<file path="src/design/cmp_ctrl_pkg.sv">
// Package: register map, field layout and carriers for the comparator control block
package cmp_ctrl_pkg;

	localparam int unsigned ADDR_W = 8;
	localparam int unsigned DATA_W = 32;

	// Register byte offsets
	localparam logic [7:0] OFF_CONFIG_A      = 8'h00;
	localparam logic [7:0] OFF_CONFIG_B      = 8'h04;
	localparam logic [7:0] OFF_WINDOW_CONFIG = 8'h08;
	localparam logic [7:0] OFF_EV0_SOURCE    = 8'h0C;
	localparam logic [7:0] OFF_EV1_SOURCE    = 8'h10;
	localparam logic [7:0] OFF_ENABLE        = 8'h1C;
	localparam logic [7:0] OFF_DISABLE       = 8'h20;
	localparam logic [7:0] OFF_STARTUP       = 8'h24;
	localparam logic [7:0] OFF_IRQ_ENABLE    = 8'h28;
	localparam logic [7:0] OFF_IRQ_DISABLE   = 8'h2C;
	localparam logic [7:0] OFF_IRQ_MASK      = 8'h30;
	localparam logic [7:0] OFF_EVENT_ENABLE  = 8'h34;
	localparam logic [7:0] OFF_EVENT_DISABLE = 8'h38;
	localparam logic [7:0] OFF_EVENT_MASK    = 8'h3C;
	localparam logic [7:0] OFF_STATUS        = 8'h40;
	localparam logic [7:0] OFF_FLAG_CLEAR    = 8'h44;

	// Enable and disable strobe bit positions
	localparam int unsigned BIT_CMP_A  = 0;
	localparam int unsigned BIT_CMP_B  = 1;
	localparam int unsigned BIT_WINDOW = 2;
	localparam int unsigned BIT_CPR_A  = 3;
	localparam int unsigned BIT_CPR_B  = 4;

	// Interrupt bit positions
	localparam int unsigned IRQ_CMP_A  = 0;
	localparam int unsigned IRQ_CMP_B  = 1;
	localparam int unsigned IRQ_WINDOW = 2;
	localparam int unsigned IRQ_SUT_A  = 3;
	localparam int unsigned IRQ_SUT_B  = 4;
	localparam int unsigned IRQ_N      = 5;

	// Status field positions
	localparam int unsigned ST_ENABLE_LSB  = 8;
	localparam int unsigned ST_CURRENT_LSB = 16;
	localparam int unsigned ST_READY_LSB   = 24;

	localparam int unsigned SUT_W     = 10;
	localparam int unsigned EVSRC_W   = 4;
	localparam int unsigned TRIG_W    = 2;
	localparam int unsigned TRIG_LSB  = 0;
	localparam int unsigned EVSRC_LSB = 0;

	localparam logic [DATA_W-1:0] RST_CONFIG  = 32'h8000_0000;
	localparam logic [DATA_W-1:0] RST_ZERO    = 32'h0000_0000;
	localparam logic [SUT_W-1:0]  RST_SUT     = 10'h000;
	localparam logic [IRQ_N-1:0]  RST_MASK    = 5'h00;

	typedef enum logic [TRIG_W-1:0] {
		TRIG_ABOVE  = 2'h0,
		TRIG_BELOW  = 2'h1,
		TRIG_TOGGLE = 2'h2,
		TRIG_NONE   = 2'h3
	} trig_mode_type;

	typedef struct packed {
		logic [ADDR_W-1:0] addr;
		logic [DATA_W-1:0] wdata;
		logic              wr;
		logic              rd;
	} bus_req_type;

	typedef struct packed {
		logic comparator_b_on;
		logic comparator_a_on;
	} analog_ctrl_type;

endpackage : cmp_ctrl_pkg

</file>
<file path="src/design/cmp_startup_timer.sv">
// Startup delay counter for one analog comparator
`timescale 1ns/10ps
`default_nettype none

module cmp_startup_timer (
	// Clock and reset
	input  wire logic                            i_core_clk,
	input  wire logic                            i_rst_n,
	// Control
	input  wire logic                            i_comparator_on,
	input  wire logic [cmp_ctrl_pkg::SUT_W-1:0]  i_startup_delay_count,
	// Result
	output logic                                 o_ready,
	output logic                                 o_ready_rise
);

	logic [cmp_ctrl_pkg::SUT_W-1:0] count_r;
	logic                           ready_r;
	logic                           ready_nxt;

	// Count restarts from zero each time the comparator goes off
	always_ff @(posedge i_core_clk or negedge i_rst_n) begin
		if (!i_rst_n) begin
			count_r <= cmp_ctrl_pkg::RST_SUT;
		end else if (!i_comparator_on) begin
			count_r <= cmp_ctrl_pkg::RST_SUT;
		end else if (!ready_nxt) begin
			count_r <= count_r + 10'h001;
		end
	end

	// Ready once count periods have passed since enable
	assign ready_nxt = i_comparator_on && (count_r >= i_startup_delay_count);

	always_ff @(posedge i_core_clk or negedge i_rst_n) begin
		if (!i_rst_n) begin
			ready_r <= 1'b0;
		end else begin
			ready_r <= ready_nxt;
		end
	end

	assign o_ready      = ready_r;
	assign o_ready_rise = ready_nxt && !ready_r;

endmodule : cmp_startup_timer
`default_nettype wire

</file>
<file path="src/design/comparator_enable_irq_control.sv">
// Comparator enable, startup, interrupt and event control register bank
// Contract
// - Comparison enable bits start A/B comparison
// - Window enable forces comparators and comparisons on
// - Comparator enable bits switch comparator on
// - Zero written to strobes changes nothing
// - Disable strobe at 0x20; comparison-off stops
// - Window off clears both comparison enables
// - Comparator disable bits switch comparator off
// - Startup count bits 9:0 times clock period
// - Comparison valid only after startup delay
// - Interrupt enable strobe at 0x28 sets mask
// - Interrupt disable strobe at 0x2C clears mask
// - Mask view at 0x30 tracks strobes
// - Mask resets to zero, all disabled
// - Window irq gated by window trigger mode
// - Comparator irq gated by own trigger mode
// - Event enable strobe at 0x34 enables events
// - Flag clear strobe clears flag and request
// - Startup flag pends when the comparator startup delay ends
// - Trigger 00 above, 01 below, 10 toggle
// - Event disable strobe turns event off
//
// Added by the designer: strobed register access.
`timescale 1ns/10ps
`default_nettype none

module comparator_enable_irq_control (
	// Clock and reset
	input  wire logic                               i_core_clk,
	input  wire logic                               i_rst_n,
	// Register port
	input  wire logic [cmp_ctrl_pkg::ADDR_W-1:0]    i_addr,
	input  wire logic [cmp_ctrl_pkg::DATA_W-1:0]    i_wdata,
	input  wire logic                               i_wr,
	input  wire logic                               i_rd,
	output logic      [cmp_ctrl_pkg::DATA_W-1:0]    o_rdata,
	// Analog side
	input  wire logic                               i_comparator_a_out,
	input  wire logic                               i_comparator_b_out,
	input  wire logic                               i_window_out,
	output cmp_ctrl_pkg::analog_ctrl_type           o_analog_ctrl,
	// Events and interrupt
	output logic      [1:0]                         o_event,
	output logic                                    o_irq
);

	cmp_ctrl_pkg::bus_req_type req;
	assign req = '{addr: i_addr, wdata: i_wdata, wr: i_wr, rd: i_rd};

	logic [cmp_ctrl_pkg::DATA_W-1:0]  config_a_r;
	logic [cmp_ctrl_pkg::DATA_W-1:0]  config_b_r;
	logic [cmp_ctrl_pkg::DATA_W-1:0]  window_config_r;
	logic [cmp_ctrl_pkg::EVSRC_W-1:0] ev_src_r [2];
	logic [cmp_ctrl_pkg::SUT_W-1:0]   startup_delay_count_r;
	logic [4:0]                       on_r;
	logic [cmp_ctrl_pkg::IRQ_N-1:0]   mask_r;
	logic [cmp_ctrl_pkg::IRQ_N-1:0]   flag_r;
	logic [1:0]                       event_gate_r;
	logic [2:0]                       out_prev_r;
	logic [1:0]                       event_r;
	logic [cmp_ctrl_pkg::DATA_W-1:0]  rdata_r;

	logic wr_en;
	logic wr_dis;
	logic ready_a;
	logic ready_b;
	logic ready_a_rise;
	logic ready_b_rise;
	assign wr_en  = req.wr && (req.addr == cmp_ctrl_pkg::OFF_ENABLE);
	assign wr_dis = req.wr && (req.addr == cmp_ctrl_pkg::OFF_DISABLE);

	// Configuration registers
	always_ff @(posedge i_core_clk or negedge i_rst_n) begin
		if (!i_rst_n) begin
			config_a_r            <= cmp_ctrl_pkg::RST_CONFIG;
			config_b_r            <= cmp_ctrl_pkg::RST_CONFIG;
			window_config_r       <= cmp_ctrl_pkg::RST_ZERO;
			ev_src_r[0]           <= 4'h0;
			ev_src_r[1]           <= 4'h0;
			startup_delay_count_r <= cmp_ctrl_pkg::RST_SUT;
		end else if (req.wr) begin
			unique case (req.addr)
				cmp_ctrl_pkg::OFF_CONFIG_A:      config_a_r <= req.wdata;
				cmp_ctrl_pkg::OFF_CONFIG_B:      config_b_r <= req.wdata;
				cmp_ctrl_pkg::OFF_WINDOW_CONFIG: window_config_r <= req.wdata;
				cmp_ctrl_pkg::OFF_EV0_SOURCE:    ev_src_r[0] <= req.wdata[3:0];
				cmp_ctrl_pkg::OFF_EV1_SOURCE:    ev_src_r[1] <= req.wdata[3:0];
				cmp_ctrl_pkg::OFF_STARTUP:       startup_delay_count_r <= req.wdata[9:0];
				default: ;
			endcase
		end
	end

	// Enable state: on_r bits follow the strobe layout
	logic [4:0] on_nxt;
	always_comb begin
		on_nxt = on_r;
		if (wr_en) begin
			on_nxt = on_r | req.wdata[4:0];
			if (req.wdata[cmp_ctrl_pkg::BIT_WINDOW]) begin
				on_nxt = 5'h1F;
			end
		end else if (wr_dis) begin
			on_nxt = on_r & ~req.wdata[4:0];
			if (req.wdata[cmp_ctrl_pkg::BIT_WINDOW]) begin
				on_nxt[cmp_ctrl_pkg::BIT_CPR_A] = 1'b0;
				on_nxt[cmp_ctrl_pkg::BIT_CPR_B] = 1'b0;
			end
		end
	end

	always_ff @(posedge i_core_clk or negedge i_rst_n) begin
		if (!i_rst_n) begin
			on_r <= 5'h00;
		end else begin
			on_r <= on_nxt;
		end
	end

	assign o_analog_ctrl = '{comparator_b_on: on_r[cmp_ctrl_pkg::BIT_CMP_B],
		comparator_a_on: on_r[cmp_ctrl_pkg::BIT_CMP_A]};

	// Startup delay per comparator
	cmp_startup_timer u_sut_a (
		.i_core_clk            (i_core_clk),
		.i_rst_n               (i_rst_n),
		.i_comparator_on       (on_r[cmp_ctrl_pkg::BIT_CMP_A]),
		.i_startup_delay_count (startup_delay_count_r),
		.o_ready               (ready_a),
		.o_ready_rise          (ready_a_rise)
	);
	cmp_startup_timer u_sut_b (
		.i_core_clk            (i_core_clk),
		.i_rst_n               (i_rst_n),
		.i_comparator_on       (on_r[cmp_ctrl_pkg::BIT_CMP_B]),
		.i_startup_delay_count (startup_delay_count_r),
		.o_ready               (ready_b),
		.o_ready_rise          (ready_b_rise)
	);

	// Valid comparison needs comparator ready and comparison on
	logic valid_a;
	logic valid_b;
	logic valid_w;
	assign valid_a = ready_a && on_r[cmp_ctrl_pkg::BIT_CPR_A];
	assign valid_b = ready_b && on_r[cmp_ctrl_pkg::BIT_CPR_B];
	assign valid_w = valid_a && valid_b && on_r[cmp_ctrl_pkg::BIT_WINDOW];

	always_ff @(posedge i_core_clk or negedge i_rst_n) begin
		if (!i_rst_n) begin
			out_prev_r <= 3'h0;
		end else begin
			out_prev_r <= {i_window_out, i_comparator_b_out, i_comparator_a_out};
		end
	end

	// Above and below are level modes, so the flag sets again every cycle the condition holds
	function automatic logic trig_hit(input logic [1:0] mode, input logic now, input logic prev);
		unique case (cmp_ctrl_pkg::trig_mode_type'(mode))
			cmp_ctrl_pkg::TRIG_ABOVE:  trig_hit = now;
			cmp_ctrl_pkg::TRIG_BELOW:  trig_hit = !now;
			cmp_ctrl_pkg::TRIG_TOGGLE: trig_hit = now ^ prev;
			default:                   trig_hit = 1'b0;
		endcase
	endfunction : trig_hit

	logic [cmp_ctrl_pkg::IRQ_N-1:0] flag_set;
	logic [cmp_ctrl_pkg::IRQ_N-1:0] flag_clr;
	assign flag_set[cmp_ctrl_pkg::IRQ_CMP_A] = valid_a &&
		trig_hit(config_a_r[1:0], i_comparator_a_out, out_prev_r[0]);
	assign flag_set[cmp_ctrl_pkg::IRQ_CMP_B] = valid_b &&
		trig_hit(config_b_r[1:0], i_comparator_b_out, out_prev_r[1]);
	assign flag_set[cmp_ctrl_pkg::IRQ_WINDOW] = valid_w &&
		trig_hit(window_config_r[1:0], i_window_out, out_prev_r[2]);
	assign flag_set[cmp_ctrl_pkg::IRQ_SUT_A] = ready_a_rise;
	assign flag_set[cmp_ctrl_pkg::IRQ_SUT_B] = ready_b_rise;
	assign flag_clr = (req.wr && req.addr == cmp_ctrl_pkg::OFF_FLAG_CLEAR) ? req.wdata[4:0] : 5'h00;

	// Set wins over a clear in the same cycle
	always_ff @(posedge i_core_clk or negedge i_rst_n) begin
		if (!i_rst_n) begin
			flag_r <= 5'h00;
		end else begin
			flag_r <= (flag_r & ~flag_clr) | flag_set;
		end
	end

	// Interrupt mask
	always_ff @(posedge i_core_clk or negedge i_rst_n) begin
		if (!i_rst_n) begin
			mask_r <= cmp_ctrl_pkg::RST_MASK;
		end else if (req.wr && req.addr == cmp_ctrl_pkg::OFF_IRQ_ENABLE) begin
			mask_r <= mask_r | req.wdata[4:0];
		end else if (req.wr && req.addr == cmp_ctrl_pkg::OFF_IRQ_DISABLE) begin
			mask_r <= mask_r & ~req.wdata[4:0];
		end
	end

	assign o_irq = |(flag_r & mask_r);

	// Event gates
	always_ff @(posedge i_core_clk or negedge i_rst_n) begin
		if (!i_rst_n) begin
			event_gate_r <= 2'h0;
		end else if (req.wr && req.addr == cmp_ctrl_pkg::OFF_EVENT_ENABLE) begin
			event_gate_r <= event_gate_r | req.wdata[1:0];
		end else if (req.wr && req.addr == cmp_ctrl_pkg::OFF_EVENT_DISABLE) begin
			event_gate_r <= event_gate_r & ~req.wdata[1:0];
		end
	end

	// Source codes above eight select nothing and never fire
	function automatic logic ev_hit(input logic [3:0] src, input logic [2:0] now, input logic [2:0] prev);
		logic rise;
		logic fall;
		rise = 1'b0;
		fall = 1'b0;
		if (src <= 4'h8) begin
			rise = now[src / 3] && !prev[src / 3];
			fall = !now[src / 3] && prev[src / 3];
		end
		unique case (src % 3)
			4'h0:    ev_hit = rise;
			4'h1:    ev_hit = fall;
			default: ev_hit = rise || fall;
		endcase
	endfunction : ev_hit

	logic [2:0] out_now;
	logic [2:0] out_valid;
	assign out_now   = {i_window_out, i_comparator_b_out, i_comparator_a_out};
	assign out_valid = {valid_w, valid_b, valid_a};

	// Events only from outputs whose comparison is valid
	always_ff @(posedge i_core_clk or negedge i_rst_n) begin
		if (!i_rst_n) begin
			event_r <= 2'h0;
		end else begin
			for (int i = 0; i < 2; i++) begin
				event_r[i] <= event_gate_r[i] &&
					ev_hit(ev_src_r[i], out_now & out_valid, out_prev_r & out_valid);
			end
		end
	end
	assign o_event = event_r;

	// Read port; write-only and unmapped offsets read zero
	always_ff @(posedge i_core_clk or negedge i_rst_n) begin
		if (!i_rst_n) begin
			rdata_r <= cmp_ctrl_pkg::RST_ZERO;
		end else if (req.rd) begin
			rdata_r <= cmp_ctrl_pkg::RST_ZERO;
			unique case (req.addr)
				cmp_ctrl_pkg::OFF_CONFIG_A:      rdata_r <= config_a_r;
				cmp_ctrl_pkg::OFF_CONFIG_B:      rdata_r <= config_b_r;
				cmp_ctrl_pkg::OFF_WINDOW_CONFIG: rdata_r <= window_config_r;
				cmp_ctrl_pkg::OFF_EV0_SOURCE:    rdata_r[3:0] <= ev_src_r[0];
				cmp_ctrl_pkg::OFF_EV1_SOURCE:    rdata_r[3:0] <= ev_src_r[1];
				cmp_ctrl_pkg::OFF_STARTUP:       rdata_r[9:0] <= startup_delay_count_r;
				cmp_ctrl_pkg::OFF_IRQ_MASK:      rdata_r[4:0] <= mask_r;
				cmp_ctrl_pkg::OFF_EVENT_MASK:    rdata_r[1:0] <= event_gate_r;
				cmp_ctrl_pkg::OFF_STATUS:        rdata_r <= {5'h00, valid_w, valid_b, valid_a,
					5'h00, out_now, 3'h0, on_r, 3'h0, flag_r};
				default: ;
			endcase
		end else begin
			rdata_r <= cmp_ctrl_pkg::RST_ZERO;
		end
	end
	assign o_rdata = rdata_r;

	// Checks
	a_window_forces_on: assert property (@(posedge i_core_clk) disable iff (!i_rst_n)
		wr_en && req.wdata[2] |=> on_r == 5'h1F)
		else $error("window enable did not force all on");
	a_window_off_cpr: assert property (@(posedge i_core_clk) disable iff (!i_rst_n)
		wr_dis && req.wdata[2] |=> on_r[4:3] == 2'b00 && on_r[1:0] == ($past(on_r[1:0]) & ~$past(req.wdata[1:0])))
		else $error("window disable wrong");
	a_zero_write_keeps: assert property (@(posedge i_core_clk) disable iff (!i_rst_n)
		(wr_en || wr_dis) && req.wdata[4:0] == 5'h00 |=> $stable(on_r))
		else $error("zero write changed state");
	a_cmp_off: assert property (@(posedge i_core_clk) disable iff (!i_rst_n)
		wr_dis && req.wdata[0] |=> !o_analog_ctrl.comparator_a_on)
		else $error("comparator A not off");
	a_mask_enable: assert property (@(posedge i_core_clk) disable iff (!i_rst_n)
		req.wr && req.addr == 8'h28 |=> (mask_r & $past(req.wdata[4:0])) == $past(req.wdata[4:0]))
		else $error("mask bit not set");
	a_mask_disable: assert property (@(posedge i_core_clk) disable iff (!i_rst_n)
		req.wr && req.addr == 8'h2C |=> (mask_r & $past(req.wdata[4:0])) == 5'h00)
		else $error("mask bit not cleared");
	a_irq_output: assert property (@(posedge i_core_clk) disable iff (!i_rst_n)
		(mask_r == 5'h00) || (flag_r == 5'h00) |-> !o_irq)
		else $error("irq without masked-in flag");
	a_no_early_valid: assert property (@(posedge i_core_clk) disable iff (!i_rst_n)
		$rose(on_r[0]) && startup_delay_count_r == 10'h005 |-> (!ready_a) [*6])
		else $error("ready too early");
	a_sut_flag: assert property (@(posedge i_core_clk) disable iff (!i_rst_n)
		ready_a_rise |=> flag_r[3])
		else $error("startup flag missed");
	a_event_gate: assert property (@(posedge i_core_clk) disable iff (!i_rst_n)
		req.wr && req.addr == 8'h38 && req.wdata[0] |=> ##1 !o_event[0])
		else $error("event not gated");
	a_cpr_on: assert property (@(posedge i_core_clk) disable iff (!i_rst_n)
		wr_en && req.wdata[4:3] != 2'b00 |=> (on_r[4:3] & $past(req.wdata[4:3])) == $past(req.wdata[4:3]))
		else $error("comparison enable not taken");
	a_cmp_on: assert property (@(posedge i_core_clk) disable iff (!i_rst_n)
		wr_en && req.wdata[1] |=> o_analog_ctrl.comparator_b_on)
		else $error("comparator B not on");
	a_cpr_off: assert property (@(posedge i_core_clk) disable iff (!i_rst_n)
		wr_dis && req.wdata[4:3] != 2'b00 |=> (on_r[4:3] & $past(req.wdata[4:3])) == 2'b00)
		else $error("comparison not stopped");
	a_sut_write: assert property (@(posedge i_core_clk) disable iff (!i_rst_n)
		req.wr && req.addr == 8'h24 |=> startup_delay_count_r == $past(req.wdata[9:0]))
		else $error("startup count not stored");
	a_off_not_valid: assert property (@(posedge i_core_clk) disable iff (!i_rst_n)
		!on_r[0] |=> !valid_a)
		else $error("comparison valid while comparator off");
	a_mask_read: assert property (@(posedge i_core_clk) disable iff (!i_rst_n)
		req.rd && req.addr == 8'h30 |=> o_rdata == {27'h0, $past(mask_r)})
		else $error("mask view wrong");
	a_mask_reset: assert property (@(posedge i_core_clk) disable iff (!i_rst_n)
		$rose(i_rst_n) |-> mask_r == 5'h00)
		else $error("mask not zero after reset");
	a_window_mode: assert property (@(posedge i_core_clk) disable iff (!i_rst_n)
		valid_w && window_config_r[1:0] == 2'h0 && i_window_out |=> flag_r[2])
		else $error("window irq missed");
	a_below_mode: assert property (@(posedge i_core_clk) disable iff (!i_rst_n)
		valid_a && config_a_r[1:0] == 2'h1 && !i_comparator_a_out |=> flag_r[0])
		else $error("comparator A below irq missed");
	a_toggle_mode: assert property (@(posedge i_core_clk) disable iff (!i_rst_n)
		valid_b && config_b_r[1:0] == 2'h2 && (i_comparator_b_out != out_prev_r[1]) |=> flag_r[1])
		else $error("comparator B toggle irq missed");
	a_flag_clear: assert property (@(posedge i_core_clk) disable iff (!i_rst_n)
		flag_clr != 5'h00 |=> (flag_r & $past(flag_clr) & ~$past(flag_set)) == 5'h00)
		else $error("flag not cleared");
	a_event_enable: assert property (@(posedge i_core_clk) disable iff (!i_rst_n)
		req.wr && req.addr == 8'h34 |=> (event_gate_r & $past(req.wdata[1:0])) == $past(req.wdata[1:0]))
		else $error("event gate not set");

	c_window_on: cover property (@(posedge i_core_clk) wr_en && req.wdata[2]);
	c_flag_clear: cover property (@(posedge i_core_clk) flag_clr != 5'h00);
	c_irq_fire: cover property (@(posedge i_core_clk) $rose(o_irq));
	c_startup_done: cover property (@(posedge i_core_clk) ready_a_rise);
	c_event_out: cover property (@(posedge i_core_clk) o_event != 2'h0);

endmodule : comparator_enable_irq_control
`default_nettype wire

</file>
<file path="config.mk">
export PLATFORM = sky130hd
export DESIGN_NAME = comparator_enable_irq_control
export DESIGN_NICKNAME = d
export VERILOG_FILES = /design/src/design/cmp_ctrl_pkg.sv /design/src/design/cmp_startup_timer.sv /design/src/design/comparator_enable_irq_control.sv
export SDC_FILE = /design/constraint.sdc
export NUM_CORES = 1
export LEC_CHECK = 0
export ABC_AREA = 1
export BUFFER_PORTS_ARGS = -buffer_cell sky130_fd_sc_hd__buf_2
export CAP_MARGIN = 20
export CELL_PAD_IN_SITES_DETAIL_PLACEMENT = 0
export CELL_PAD_IN_SITES_GLOBAL_PLACEMENT = 1
export CORE_MARGIN = 2
export CORE_UTILIZATION = 30
export CTS_BUF_LIST = sky130_fd_sc_hd__clkbuf_8
export DETAILED_ROUTE_END_ITERATION = 10
export PLACE_DENSITY = 0.62
export SLEW_MARGIN = 20
export SYNTH_ARGS = -nofsm -noshare
export SYNTH_HDL_FRONTEND = slang
export SYNTH_SLANG_ARGS = --single-unit
</file>
<file path="constraint.sdc">
create_clock -name i_core_clk -period 2.82 [get_ports i_core_clk]
set_input_delay 0.564 -clock i_core_clk [delete_from_list [all_inputs] [get_ports i_core_clk]]
set_output_delay 0.564 -clock i_core_clk [all_outputs]
set_load 0.02 [all_outputs]
</file>
# [Word-level counts from Yosys, hierarchy flattened]
# Index checks and enable logic that the tools add are counted.
[op_classes] addsub=2 div_mod_pow=4 order_cmp=6 eq_ne=25 n_mux=36 bitwise=17 reduce_logical=51
[op_table] cell="one-hot mux 22 bit (4 select lines)" n=1
[op_table] cell="divider 4 x 2 -> 32 bit, second input constant" n=2
[op_table] cell="equality test 32 x 1 -> 1 bit, second input constant" n=2
[op_table] cell="equality test 8 x 6 -> 1 bit, second input constant" n=8
[op_table] cell="zero test 32 bit" n=2
[op_table] cell="less-than comparator 32 x 3 -> 1 bit, second input constant" n=2
[op_table] cell="remainder unit 4 x 2 -> 32 bit, second input constant" n=2
[op_table] cell="two-way mux 10 bit" n=4
[op_table] cell="two-way mux 32 bit" n=1
[op_table] cell="two-way mux 5 bit" n=6
[op_table] cell="one-hot mux 5 bit (5 select lines)" n=1
[op_table] cell="logical AND 1 bit" n=24
[op_table] cell="adder 10 x 1 -> 10 bit, second input constant" n=2
[op_table] cell="bitwise AND 5 bit" n=4
[op_table] cell=">= comparator 10 bit" n=2
[op_table] cell="one-hot mux 2 bit (9 select lines)" n=1
[op_table] cell="equality test 8 x 4 -> 1 bit, second input constant" n=2
[op_table] cell="equality test 8 x 5 -> 1 bit, second input constant" n=2
[op_table] cell="equality test 8 x 7 -> 1 bit, second input constant" n=2
[op_table] cell="one-hot mux 2 bit (8 select lines)" n=1
[op_table] cell="OR 5 bit" n=3
[op_table] cell="AND reduction 2 bit" n=6
[op_table] cell="inverter 5 bit" n=2
[op_table] cell="zero test 1 bit" n=9
[op_table] cell="other kinds (21)" n=50
[totals] reg_bits=190 output_inout_bits=37 wordCells=158

# [Longest topological paths before layout]
[logic_depth] ltp_word=12 mapped_depth=21

# [Modules after synthesis]
# From an unflattened synthesis, not the netlist that was laid out.
[unflattened] cells_unflattened=1244 hier_area_um2=9795.6
[modules_own_cells] module="comparator_enable_irq_control" instances=1 cells_each=958 area_each_um2=7903.8 seq_area_each_um2=4206.5
[modules_own_cells] module="cmp_startup_timer" instances=2 cells_each=143 area_each_um2=945.9 seq_area_each_um2=275.3

# [Worst setup path before layout]
# OpenSTA, ideal clock, no wires.
[synth_path] path_kind="register to register" from="register ev_src_r[6] (netlist name)" to="register event_r[0] (netlist: o_event[0])" arrival_ps=2302 required_ps=2743 setup_slack_ps=440 path_stages_with_launch=19 cell_sequence="dfrtp_1 > inv_2 > nor2_2 > ha_1 > ha_1 > inv_1 > nand2_1 > inv_2 > nand2_2 > inv_1 > nand2_1 > o21ai_0 > ha_1 > o21ai_0 > xor2_1 > a21o_1 > nand3_1 > nand2_1 > a21oi_1"
[synth_between] elab_chain_len=9 elab_cells_between_ends=18 classes_between="div: 2; order compare: 1; eq/ne: 1; mux: 7; reduce/logical: 7"
[synth_lines] element="from (decl)" line="comparator_enable_irq_control.sv:54" rtl="logic [cmp_ctrl_pkg::EVSRC_W-1:0] ev_src_r [2];"
[synth_lines] element="divider 4 x 2 -> 32 bit" line="comparator_enable_irq_control.sv:220, comparator_enable_irq_control.sv:221"
[synth_lines] element="binary-select mux 1 bit (select 2 bit)" line="comparator_enable_irq_control.sv:220, comparator_enable_irq_control.sv:221"
[synth_lines] element="two-way mux 1 bit (not written as such)" line="comparator_enable_irq_control.sv:220, comparator_enable_irq_control.sv:221"
[synth_lines] element="zero test 1 bit (on tied branches)" line="comparator_enable_irq_control.sv:220, comparator_enable_irq_control.sv:221"
[synth_lines] element="logical AND 1 bit (on tied branches)" line="comparator_enable_irq_control.sv:220, comparator_enable_irq_control.sv:221"
[synth_lines] element="two-way mux 1 bit" line="comparator_enable_irq_control.sv:219" rtl="if (src <= 4'h8) begin"
[synth_lines] element="logical OR 1 bit" line="comparator_enable_irq_control.sv:226" rtl="default: ev_hit = rise || fall;"
[synth_lines] element="one-hot mux 1 bit (2 select lines) *" line="comparator_enable_irq_control.sv:223" rtl="unique case (src % 3)"
[synth_lines] element="logical AND 1 bit *" line="comparator_enable_irq_control.sv:241" rtl="event_r[i] <= event_gate_r[i] &&"
[synth_lines] element="to (signal, indexed assignment)" line="comparator_enable_irq_control.sv:241"
[synth_lines] element="to (decl)" line="comparator_enable_irq_control.sv:61" rtl="logic [1:0] event_r;"
# Mark *: on every way between the ends. The rest lies on a longest branch, timed or not. The select of a mux whose other input is x is not followed.
# A chain may end at the register's enable or synchronous reset.

# [Worst setup path after layout]
# Ends and elaborated chain as after synthesis.

==> results.ini <==
[status]
status = finished clean

[drt]
average_detailed_routed_wire_length_per_instance_um = 16.0
antenna_violating_nets_post_route = 0
drtPass1Iterations = 5
vias_per_cell = 4.68
total_length_of_routed_wires_mm = 26.1
via_count = 7621
drt_initial_violations = 535
post-route-drc-count = 0

[sta]
rsz0062_at_grt = no
final_period_minus_worst_setup_slack_ns = 2.58
achievable-frequency_mhz = 388
timing_max_transition_violations_final = 0
report.final.hold_viol_count = 0
finClkSkew_ns = 0.0220
report.final.setup_viol = 0
worstMarginPinSlew_ns = 0.708
final_min_period_over_clock_period_pct = 91.4
totalNegativeSetupSlack_ns = 0
maxSlewHeadroom_pct = 52.8

[synth]
area_fraction_in_compound_gates_after_synthesis_pct = 16.7
ys_top_cells_by_area = dfrtp_1 50%, nand2_1 10%, o21ai_0 7.1%, inv_1 5.9%, ha_1 4.0%
ys_ff_latch = 190
synthesis.nets = 1205
synthesized_area_fraction_occupied_by_xor_and_xnor_cells_pct = 0.466
netlist.area_leader.share_pct = 50.1
synth_simple_gate_area_share_pct = 19.9
synth_fa_ha_area_share_pct = 4.00
syn_area_per_cell_sq_um = 8.32
ys_async_sr_fraction_pct = 100
synth_top_family_by_area = simple AND/OR/NAND/NOR gates
yosysUniqueCellTypes = 47
yosysWarnings = 0
count_of_flip_flops_with_a_built_in_enable_after_synthesis = 0
synth_mux_area_share_pct = 0
syn_area_sq_mm = 0.00939
synth_seq_area_share_pct = 50.7
post_synth_inst_count = 1128
synthDominantAreaCellType = dfrtp_1
synth_top_flop_cell = dfrtp_1

[min_path]
worstHoldPathType = in2async

[setup_path]
worstRegToRegCells = 18
cp-endpoint = o_event[0]
critical_path.startpoint = ev_src_r[6]
rr_endpoint = o_event[0]
path_common_cell = nand2_1
critical_path_peak_fanout = 7
cp_data_arrival_time_ns = 2.99
crit_path_top_delay_cell = dfrtp_1
timing.critical_path.cells = inv_2 > nor2_2 > ha_1 > ha_1 > inv_1 > nand2_1 > inv_2 > nand2_2 > inv_1 > nand2_1 > o21ai_0 > ha_2 > o21ai_0 > xor2_1 > a21o_1 > nand3_1 > nand2_1 > a21oi_1
worst_path_largest_cell_delay_ns = 0.41
startpoint_class_of_the_critical_path = flop
worst_r2r_startpoint = ev_src_r[6]
worstPathRequired_ns = 3.23
regToRegSetupSlack_ns = 0.24
setup.worst_path.end_class = flop
setup.worst_path.class = reg2reg

[clock_network]
clkTransAtPathRegs_ns = 0.12
cts_root_buf = clkbuf_8
clockBufferDepth = 2
cts_buffers = 17
clkLatencyLatePin_ns = 0.48
postCtsHoldBufs = 0
htree_num_levels = 4
clock_sink_count = 190
cts_tree = built

[pwr]
p_per_area_mw_per_mm2 = 508
p_leak_uw = 0.00528
p_total_uw = 5510
power.ir.vdd_worst_v = 0.000344

[global_route]
number_of_antenna_violations_at_the_first_check_in_global_routing = 2
largest_net_degree_at_the_start_of_global_routing = 68
first_global_vias = 7608
grt_pass1_wl_mm = 42.2
global_route.overflow_total = 0
grt.total_usage_pct = 16.3

[final_layout]
syn_to_layout_area_delta_pct = 15.5
final-seq-area_sq_mm = 0.00476
finalNetCount = 1295
fin_area_sq_mm = 0.0108
fillers = 3243
layout.core_utilization_pct = 35.4
multi_input_comb_area_sq_mm = 0.00386
drive_gt1_share_pct = 14.9
finish.cell_count_without_fillers = 1629

[floorplanning]
die_area_sq_mm = 0.0327
core_area_sq_mm = 0.0307
design.portCount = 84
die_width_um = 181
fp.dieH_um = 181
floorplan.rows = 64
initial_core_util_pct = 30.6

[placement]
postPlaceCellArea_sq_mm = 0.0104
port_buffers = 83
gpl.final_weighted_congestion = 0.806
place_hpwl_mm = 19.0
place_inst = 1595

[job]
drv.max_cap_violation_count = 0

worst min path at each step:
stage	startpoint	to	slack, ns	depth (start not counted)
2_1_floorplan	i_rst_n	asynchronous set/reset pin	0.27	0
3_3_place_gp	config_b_r[27]	config_b_r[27]	0.47	2
3_5_place_dp	config_b_r[27]	config_b_r[27]	0.47	2
4_1_cts	i_rst_n	u_sut_a.count_r[9]	0.08	1
5_1_grt	i_rst_n	window_config_r[28]	0.1	1
6_report	i_rst_n	window_config_r[28]	0.08	1
synthesized netlist by cell type (2+ instances only):
master    number
buf_1          2
a21oi_1       40
clkbuf_1      23
a32o_1         3
inv_1        148
nand2_1      259
o21ai_0      134
a31oi_1        7
a21oi_2        3
nor2_1        85
a22o_1         2
nand2_2        6
a41oi_1        3
nor3_1        12
dfstp_2        2
buf_2         15
nand3b_1       3
o211ai_1      13
nand4_1       14
o22ai_1       13
nor2_4         3
dfrtp_1      188
nor4_1         5
inv_2          7
nand3_1       44
a221oi_1      17
a21oi_4        2
o21ai_1       18
a22oi_1        2
xor2_1         5
nor2_2         4
ha_1          30
buf_4          2
cell usage in the layout (no fill, tap or decap), drive strengths merged, types with 2 or more instances in the layout:
cell type	Yosys	final
nand2	266	266
dfrtp	188	188
inv	155	163
o21ai	153	153
buf	20	113
nor2	92	92
nand3	45	45
a21oi	45	45
ha	30	30
clkbuf	23	18
a221oi	17	17
nand4	14	14
o22ai	13	13
o211ai	13	13
nor3	13	13
a31oi	7	7
nor4	5	5
xor2	5	5
clkinv	0	4
a41oi	3	3
a32o	3	3
nand3b	3	3
diode	0	2
a22o	2	2
a22oi	2	2
clkinvlp	0	2
dfstp	2	2
o41ai	2	2
what timing repair did:
item / in CTS / in global routing
endpoints found under the setup margin: 0 / 1
buffers inserted: 0 / 0
resized for setup: 0 / 1
metal layers:
metal  GRT usage, %  up-vias  wire length [um]
li1               -     3896                 -
met1           22.8     3596             12800
met2           26.1      104             12100
met3           2.66       25               725
met4           4.42        0               460
met5              0        -                 0
critical path: cells and delay by family, from the launching register on:
kind	cells	cell delay, ns
adders and majority gates	3	0.68
AOI/OAI and AO/OA	4	0.55
and+or+nand+nor	6	0.41
DFF	1	0.41
buffers and inverters	4	0.32
xor gates and xnor gates	1	0.16
stage by stage:
stage | hold slack [ns] | worst slack (ns)
finish | 0.0753 | 0.242
global route | 0.0954 | 0.00802
detailed placement | 0.473 | 0.213
global placement | 0.468 | 0.279
CTS | 0.0830 | 0.198
floorplan | 0.268 | 0.440
cell families (layout without fill, tap and decap cells):
family,after synthesis,after routing
AND/OR/NAND/NOR,441,441
XOR/XNOR,5,5
adder cells (fa/ha/maj),30,30
buffers and inverters,198,301
AO/OA/AOI/OAI,264,264
flip-flops,190,190
other,0,2
where the power goes:
| part | switching [uW] | total (uW) | internal, uW |
|---|---|---|---|
| registers | 83.2 | 2930 | 2840 |
| clock network | 1190 | 1970 | 779 |
| logic | 407 | 618 | 211 |
| total | 1680 | 5510 | 3840 |
state kept, by name (all words and copies together), names as in the netlist, named ones only:
signal	count
o_rdata	32
on_r	4
u_sut_b.count_r	10
u_sut_a.o_ready	1
flag_r	5
config_a_r	32
config_b_r	32
u_sut_a.count_r	10
u_sut_b.o_ready	1
startup_delay_count_r	10
ev_src_r	8
out_prev_r	3
window_config_r	32
o_event	2
layout make-up:
type	count	area share, %
multi-input cells	740	35.6
well taps	396	4.57
flip-flops and latches	190	43.9
inverters	155	5.36
clock inverters	15	1.89
diodes	2	0.0461
clock buffers	17	2.16
repair buffers	114	6.52
Note: power is estimated with default switching activity, not from simulation.
